File: config.mk
export PLATFORM = sky130hd
export DESIGN_NAME = wev_event_config
export DESIGN_NICKNAME = d
export VERILOG_FILES = /design/src/wev_cfg_pkg.sv /design/src/wev_event_config.sv /design/src/wev_event_map.sv
export SDC_FILE = /design/constraint.sdc
export NUM_CORES = 1
export LEC_CHECK = 0
export ABC_CLOCK_PERIOD_IN_PS = 2700
export BUFFER_PORTS_ARGS = -buffer_cell sky130_fd_sc_hd__buf_2
export CAP_MARGIN = 20
export CORE_UTILIZATION = 45
export CTS_CLUSTER_SIZE = 12
export DETAILED_ROUTE_END_ITERATION = 6
export SLEW_MARGIN = 20
export SYNTH_ARGS = -nofsm -noshare
export SYNTH_HDL_FRONTEND = slang
export SYNTH_HIERARCHICAL = 1
export SYNTH_SLANG_ARGS = --single-unit
File: constraint.sdc
create_clock -name clk -period 2.7 [get_ports clk]
set_clock_uncertainty 0.2 [all_clocks]
set_input_delay 0.54 -clock clk [delete_from_list [all_inputs] [get_ports clk]]
set_output_delay 0.54 -clock clk [all_outputs]
set_load 0.01 [all_outputs]
File: src/wev_cfg_pkg.sv
// Constants shared by the wake-up event configuration block.
package wev_cfg_pkg;

  // Register offsets, the same in every bank.
  localparam logic [3:0] WEV_OFS_EVENT_SELECT = 4'h0;
  localparam logic [3:0] WEV_OFS_STATE_ENABLE = 4'h1;

  // Reset values.
  localparam logic [7:0] WEV_SELECT_RESET = 8'h00;
  localparam logic [3:0] WEV_ENABLE_RESET = 4'h0;

  // Event select field layout.
  localparam int WEV_INDEX_LSB = 0;
  localparam int WEV_INDEX_MSB = 4;
  localparam int WEV_NUM_EVENTS = 32;

  // Field positions inside the state-enable register.
  localparam int WEV_BIT_PULSE_RAM = 3;
  localparam int WEV_BIT_PULSE_OFF = 2;
  localparam int WEV_BIT_POWER_RAM = 1;
  localparam int WEV_BIT_POWER_OFF = 0;

  // Writable bits per class; anything outside reads as zero.
  localparam logic [3:0] WEV_MASK_CLASS_A = 4'hF;
  localparam logic [3:0] WEV_MASK_CLASS_B = 4'h3;
  localparam logic [3:0] WEV_MASK_NONE = 4'h0;

  // Event codes with a special meaning.
  localparam logic [4:0] WEV_CODE_SLEEP_BUTTON = 5'h16;
  localparam logic [4:0] WEV_CODE_RESERVED_A = 5'h17;
  localparam logic [4:0] WEV_CODE_ALARM = 5'h18;
  localparam logic [4:0] WEV_CODE_CLASS_B_FIRST = 5'h19;
  localparam logic [4:0] WEV_CODE_CLASS_B_LAST = 5'h1B;
  localparam logic [4:0] WEV_CODE_RESERVED_B = 5'h1D;

  // Pulse output mode value that allows the power-button pulse.
  localparam logic WEV_PULSE_MODE_ENABLED = 1'b0;
  // State source value that marks this device as power-management controller.
  localparam logic WEV_STATE_SOURCE_LOCAL = 1'b0;

  // Writable mask of an event code, by its class.
  function automatic logic [3:0] wev_enable_mask(input logic [4:0] code);
    if (code == WEV_CODE_RESERVED_A || code == WEV_CODE_RESERVED_B)
    begin
      return WEV_MASK_NONE;
    end
    else if (code >= WEV_CODE_CLASS_B_FIRST && code <= WEV_CODE_CLASS_B_LAST)
    begin
      return WEV_MASK_CLASS_B;
    end
    else
    begin
      return WEV_MASK_CLASS_A;
    end
  endfunction

endpackage

File: src/wev_event_config.sv
// Wake-up event select and state-enable registers with their output effects.
`timescale 1ns/1ps
module wev_event_config
  import wev_cfg_pkg::*;
(
  input wire logic clk,
  input wire logic rstn,
  // Host register path.
  input wire logic hostWrite,
  input wire logic hostRead,
  input wire logic [3:0] hostAddr,
  input wire logic [7:0] hostWdata,
  output logic [7:0] hostRdata,
  // Embedded controller register path.
  input wire logic ecWrite,
  input wire logic ecRead,
  input wire logic [3:0] ecAddr,
  input wire logic [7:0] ecWdata,
  output logic [7:0] ecRdata,
  // Event status flags, indexed by event code.
  input wire logic [31:0] generalEventStatus,
  input wire logic sleepButtonPmFlag,
  input wire logic alarmPmFlag,
  // Current sleep state and configuration bits.
  input wire logic suspendToRamState,
  input wire logic softOffState,
  input wire logic pulseOutputModeBit,
  input wire logic externalStateSourceBit,
  // Outputs.
  output logic powerButtonPulseOut,
  output logic mainPowerOnOutput
);

  typedef struct packed {
    logic [7:0] hostSelect;
    logic [7:0] ecSelect;
    logic [31:0][3:0] enableCfg;
    logic [31:0] prevActive;
    logic [7:0] hostRdata;
    logic [7:0] ecRdata;
    logic pulse;
    logic powerOn;
  } wev_state_t;

  wev_state_t state;
  wev_state_t next_state;
  logic [31:0] eventActive;
  logic [31:0] pulseTrigger;
  logic [31:0] powerTrigger;
  logic [4:0] hostIndex;
  logic [4:0] ecIndex;

  // index field taken from bits 4-0
  assign hostIndex = state.hostSelect[WEV_INDEX_MSB:WEV_INDEX_LSB];
  assign ecIndex = state.ecSelect[WEV_INDEX_MSB:WEV_INDEX_LSB];

  // Event code to active condition, covering all code groups.
  // GPIO codes mapped in order
  wev_event_map uMap (
    .generalEventStatus(generalEventStatus),
    .sleepButtonPmFlag(sleepButtonPmFlag),
    .alarmPmFlag(alarmPmFlag),
    .eventActive(eventActive)
  );

  // Per-event output requests on the rising edge of activity. An edge is used so that a
  // status bit left set does not retrigger the pulse every cycle.
  genvar e;
  generate
    for (e = 0; e < WEV_NUM_EVENTS; e++)
    begin : gTrig
      logic rise;
      assign rise = eventActive[e] & ~state.prevActive[e];
      assign pulseTrigger[e] = rise &
        ((state.enableCfg[e][WEV_BIT_PULSE_RAM] & suspendToRamState) |
         (state.enableCfg[e][WEV_BIT_PULSE_OFF] & softOffState));
      assign powerTrigger[e] = rise &
        ((state.enableCfg[e][WEV_BIT_POWER_RAM] & suspendToRamState) |
         (state.enableCfg[e][WEV_BIT_POWER_OFF] & softOffState));
    end
  endgenerate

  // Read value of either path for a given offset and its own select register.
  function automatic logic [7:0] read_value(input logic [3:0] addr, input logic [7:0] sel,
                                            input logic [31:0][3:0] cfg);
    logic [4:0] idx;
    idx = sel[WEV_INDEX_MSB:WEV_INDEX_LSB];
    if (addr == WEV_OFS_EVENT_SELECT)
    begin
      return sel;
    end
    else if (addr == WEV_OFS_STATE_ENABLE)
    begin
      return {4'h0, cfg[idx] & wev_enable_mask(idx)};
    end
    else
    begin
      // Offsets outside this pair belong to other logic and read as zero here.
      return 8'h00;
    end
  endfunction

  // Next-state logic for both register paths and both outputs.
  always_comb
  begin
    next_state = state;
    next_state.prevActive = eventActive;

    // controller path uses its own select
    if (ecWrite && ecAddr == WEV_OFS_EVENT_SELECT)
    begin
      next_state.ecSelect = ecWdata;
    end
    if (ecWrite && ecAddr == WEV_OFS_STATE_ENABLE)
    begin
      next_state.enableCfg[ecIndex] = ecWdata[3:0] & wev_enable_mask(ecIndex);
    end

    // Host writes are applied last, so when both paths hit one event in the same cycle
    // the host value is kept.
    // host path uses its own select
    if (hostWrite && hostAddr == WEV_OFS_EVENT_SELECT)
    begin
      next_state.hostSelect = hostWdata;
    end
    if (hostWrite && hostAddr == WEV_OFS_STATE_ENABLE)
    begin
      next_state.enableCfg[hostIndex] = hostWdata[3:0] & wev_enable_mask(hostIndex);
    end

    // Read data is registered and holds until the next read on that path.
    if (hostRead)
    begin
      next_state.hostRdata = read_value(hostAddr, state.hostSelect, state.enableCfg);
    end
    if (ecRead)
    begin
      next_state.ecRdata = read_value(ecAddr, state.ecSelect, state.enableCfg);
    end

    // pulse only in pulse mode zero
    next_state.pulse = (|pulseTrigger) && (pulseOutputModeBit == WEV_PULSE_MODE_ENABLED);

    // Main power stays on once requested; it drops again when the device is out of both
    // sleep states, which leaves the running system in charge of the supply.
    // power-on only as local controller
    if ((|powerTrigger) && (externalStateSourceBit == WEV_STATE_SOURCE_LOCAL))
    begin
      next_state.powerOn = 1'b1;
    end
    else if (!suspendToRamState && !softOffState)
    begin
      next_state.powerOn = 1'b0;
    end
  end

  // State register.
  always_ff @(posedge clk or negedge rstn)
  begin
    if (!rstn)
    begin
      state.hostSelect <= WEV_SELECT_RESET;
      state.ecSelect <= WEV_SELECT_RESET;
      state.enableCfg <= '{default: WEV_ENABLE_RESET};
      state.prevActive <= '0;
      state.hostRdata <= 8'h00;
      state.ecRdata <= 8'h00;
      state.pulse <= 1'b0;
      state.powerOn <= 1'b0;
    end
    else
    begin
      state <= next_state;
    end
  end

  // Outputs straight from flip-flops.
  assign hostRdata = state.hostRdata;
  assign ecRdata = state.ecRdata;
  assign powerButtonPulseOut = state.pulse;
  assign mainPowerOnOutput = state.powerOn;

endmodule // wev_event_config

File: src/wev_event_map.sv
// Maps the status flags onto the 32 wake-up event active conditions.
`timescale 1ns/1ps
module wev_event_map
  import wev_cfg_pkg::*;
(
  input wire logic [31:0] generalEventStatus,
  input wire logic sleepButtonPmFlag,
  input wire logic alarmPmFlag,
  output logic [31:0] eventActive
);

  // Each code except the two reserved ones looks at its own status bit; two codes also OR in a power-management flag.
  genvar i;
  generate
    for (i = 0; i < WEV_NUM_EVENTS; i++)
    begin : gMap
      if (i == int'(WEV_CODE_RESERVED_A) || i == int'(WEV_CODE_RESERVED_B))
      begin : gRes
        // Reserved codes never become active.
        assign eventActive[i] = 1'b0;
      end
      else if (i == int'(WEV_CODE_SLEEP_BUTTON))
      begin : gSlp
        assign eventActive[i] = generalEventStatus[i] | sleepButtonPmFlag;
      end
      else if (i == int'(WEV_CODE_ALARM))
      begin : gAlm
        assign eventActive[i] = generalEventStatus[i] | alarmPmFlag;
      end
      else
      begin : gGen
        assign eventActive[i] = generalEventStatus[i];
      end
    end
  endgenerate

endmodule // wev_event_map

==> flow_metrics.py <==
metrics = {
    "synthesis": {
        "avgSynthCellArea_um2": 11.3,
        "synth.yosys.seq_area_share_pct": 40.7,
        "synthFlopType": "dfrtp_1",
        "synth_edf_count": 0,
        "synthArstFlopShare_pct": 100,
        "synth_cell_type_count": 52,
        "synth_seq_cells": 194,
        "syn_area_um2": 11900,
        "synth.area.top_cells": "dfrtp_1 (41%), mux2i_1 (15%), mux4_2 (11%)",
        "synth_cells": 1058,
        "synth_area_leader_cell": "dfrtp_1",
        "yosysTopAreaCellShare_pct": 40.7,
        "yosys_warnings": 6,
    },
    "cts": {
        "cts_root_buffer": "clkbuf_16",
        "postCtsSetupBuffers": 0,
        "clk_path_buf_depth": 2,
        "cts_made_buffers": 17,
        "clkTransAtPathRegs_ns": 0.07,
        "tritoncts": "built",
        "clk_latency_ns": 0.45,
        "htree_num_levels": 4,
        "clkSinkCount": 194,
    },
    "worst_hold_path": {
        "hp-class": "input port to flip-flop",
    },
    "die": {
        "die_w_um": 165,
        "die_h_um": 165,
        "num_rows": 59,
        "dieArea_um2": 27200,
        "core_region_area_um2": 26100,
        "start_util_pct": 45.8,
        "ios": 86,
    },
    "drt": {
        "ant_nets": 0,
        "vias_per_cell": 6.65,
        "finalWirelength_mm": 40.0,
        "drt_pass1_iterations": 7,
        "routedWlPerCell_um": 27.3,
        "drcViolationCount": 0,
        "via_count": 9747,
        "first_iter_violations": 1443,
    },
    "setup_path": {
        "cp_cell_sequence": "buf_4 -> mux4_1 -> nand2b_1 -> o21ai_0 -> o21ai_0 -> a221o_1",
        "path_delay_family": "compound AO/OA/AOI/OAI gates",
        "cp_max_fo": 9,
        "critical_path.max_stage_delay_ns": 0.62,
        "timing.critical_path.buf_inv": 1,
        "path_common_cell": "o21ai_0",
        "worstPathArrival_ns": 2.73,
        "worstPathRequired_ns": 2.83,
        "worstSetupStartpointType": "flip-flop",
        "slowest_stage": "mux4_1",
        "critPathKind": "flip-flop to flip-flop",
        "end_kind": "flip-flop",
    },
    "global_routing": {
        "grt.total_usage_pct": 31.0,
        "grt_pass1_vias": 9564,
        "grt_pass1_wl_mm": 60.8,
        "met1_usage_pct": 42.2,
        "gr-usage-met2_pct": 47.1,
        "grt_max_degree": 66,
        "use_met3_pct": 7.13,
        "top_usage_layer": "met2",
        "antenna_found_initial": 0,
        "overflow": 0,
    },
    "power": {
        "p_int_mw": 5.71,
        "share_comb_of_total_power_pct": 27.8,
        "p_sw_share_pct": 34.1,
        "p_leak_nw": 5.97,
        "p_clk_share_pct": 30.4,
        "seq_power_share_pct": 41.8,
        "power-per-cell-area_nw_per_um2": 640,
        "vdd_drop_max_v": 0.000341,
        "p_sw_mw": 2.95,
        "finalPower_mw": 8.66,
    },
    "place": {
        "portBuffers": 83,
        "gp_routability_congestion": 1.01,
        "hpwl_mm": 28.9,
    },
    "cells_and_area": {
        "diodes": 0,
        "final_common_cell": "dfrtp_1",
        "drive_above_1_share_pct": 25.4,
        "num-nets-final": 1186,
        "area_growth_syn_to_layout_pct": 13.4,
        "n_fill_cell": 2314,
        "layout_common_cells": "dfrtp_1 (191), mux2i_1 (181), a22oi_1 (92)",
    },
    "timing": {
        "setup_tns_ns": 0,
        "worst_slew_pin_slew_ns": 0.931,
        "hold_ws_ns": 0.0104,
        "rsz0062_at_grt": "no",
        "setup_violations": 0,
        "finalHoldViolations": 0,
        "slew_viol_final": 0,
        "fin_crit_ns": 2.60,
        "max_freq_mhz": 384,
        "finalCritPeriodShare_pct": 96.4,
        "slew-limit-headroom_pct": 37.8,
    },
    "status": {
        "outcome": "finished clean",
    },
    "flow_run": {
        "cap_violations": 0,
    },
}
-- Yosys cell counts, types with 5 or more instances --
library cell and n:
dfrtp_1 194, a31oi_1 21, and2_1 14, nand3b_1 7
nand4_1 8, buf_2 21, buf_1 9, o22ai_1 31
nand3_1 5, clkbuf_1 48, and3_1 6, a222oi_1 20
nor3b_1 5, mux2i_1 181, buf_4 51, mux2_2 16
mux4_2 60, a22oi_1 92, o21ai_0 16, nor2b_1 19
nand2b_1 37, nor3_1 10, nor2_1 39, inv_1 14
nor4_1 9, a21oi_1 9, nand2_1 70, a221o_1 6
-- power groups by stage --
stage,combinational [mW],clock (mW),sequential (mW)
finish,2.41,2.64,3.62
global route,2.56,2.77,3.65
CTS,2.37,2.67,3.60
detailed placement,2.35,0,3.65
global placement,2.33,0,3.64
floorplan,1.62,0,3.43
-- flip-flops by register name, indices dropped and copies added (netlist names) --
register             flops
state                  166
ecRdata                  8
hostRdata                8
ecIndex                  5
hostIndex                5
mainPowerOnOutput        1
powerButtonPulseOut      1
-- stage by stage --
step | cell area (µm²) | instances | worst slack [ns] | util, %
2_1_floorplan | 11900 | 1059 | 0.361 | -
3_3_place_gp | 12900 | 1429 | 0.166 | 49.5
3_5_place_dp | 12900 | 1429 | 0.150 | 49.5
4_1_cts | 13500 | 1465 | 0.133 | 51.9
5_1_grt | 13500 | 1466 | 0.0251 | 51.9
6_report | 13500 | 1466 | 0.0966 | 51.9
-- metal layers --
layer / wire length (µm) / vias to the layer above
met2: 17800 / 684
met5: 0 / -
met1: 16200 / 4815
met3: 4190 / 120
met4: 1830 / 0
li1: - / 4128
-- layout make-up --
class,count,area (µm²),share of cell area [%]
timing repair buffer,170,1270,9.37
multi-input combinational,721,6340,46.9
sequential,194,4860,35.9
clock buffer,23,468,3.46
tap,335,419,3.10
inverter,14,52.6,0.388
clock inverter,9,123,0.906
-- cells by family after synthesis --
family / share of synthesized area [%]
multiplexers: 28.9
XOR/XNOR: 0.147
other: 0.0314
AO/OA/AOI/OAI: 12.7
flip-flops: 40.7
AND/OR/NAND/NOR: 11.1
buffers and inverters: 6.42
-- path summary, 6_finish.rpt --
| path | start | endpoint | slack, ns | depth (start not counted) |
|---|---|---|---|---|
| max | ecIndex[0] | ecRdata[2] | 0.1 | 6 |
| min | generalEventStatus[11] | state[29] | 0.01 | 1 |
| max reg2reg | ecIndex[0] | ecRdata[2] | 0.1 | 6 |
| min reg2reg | state[193] | hostRdata[7] | 0.29 | 2 |
| max in group asynchronous | rstn | state[33] | 1.17 | 3 |
| min in group asynchronous | rstn | state[27] | 0.46 | 2 |
-- what timing repair did --
action | CTS | global route
setup endpoints to repair | 0 | 12
hold endpoints to repair | 63 | 1
gates resized for setup | 0 | 1
hold buffers | 4 | 1
No activity file was read; power rests on OpenSTA's default activity.
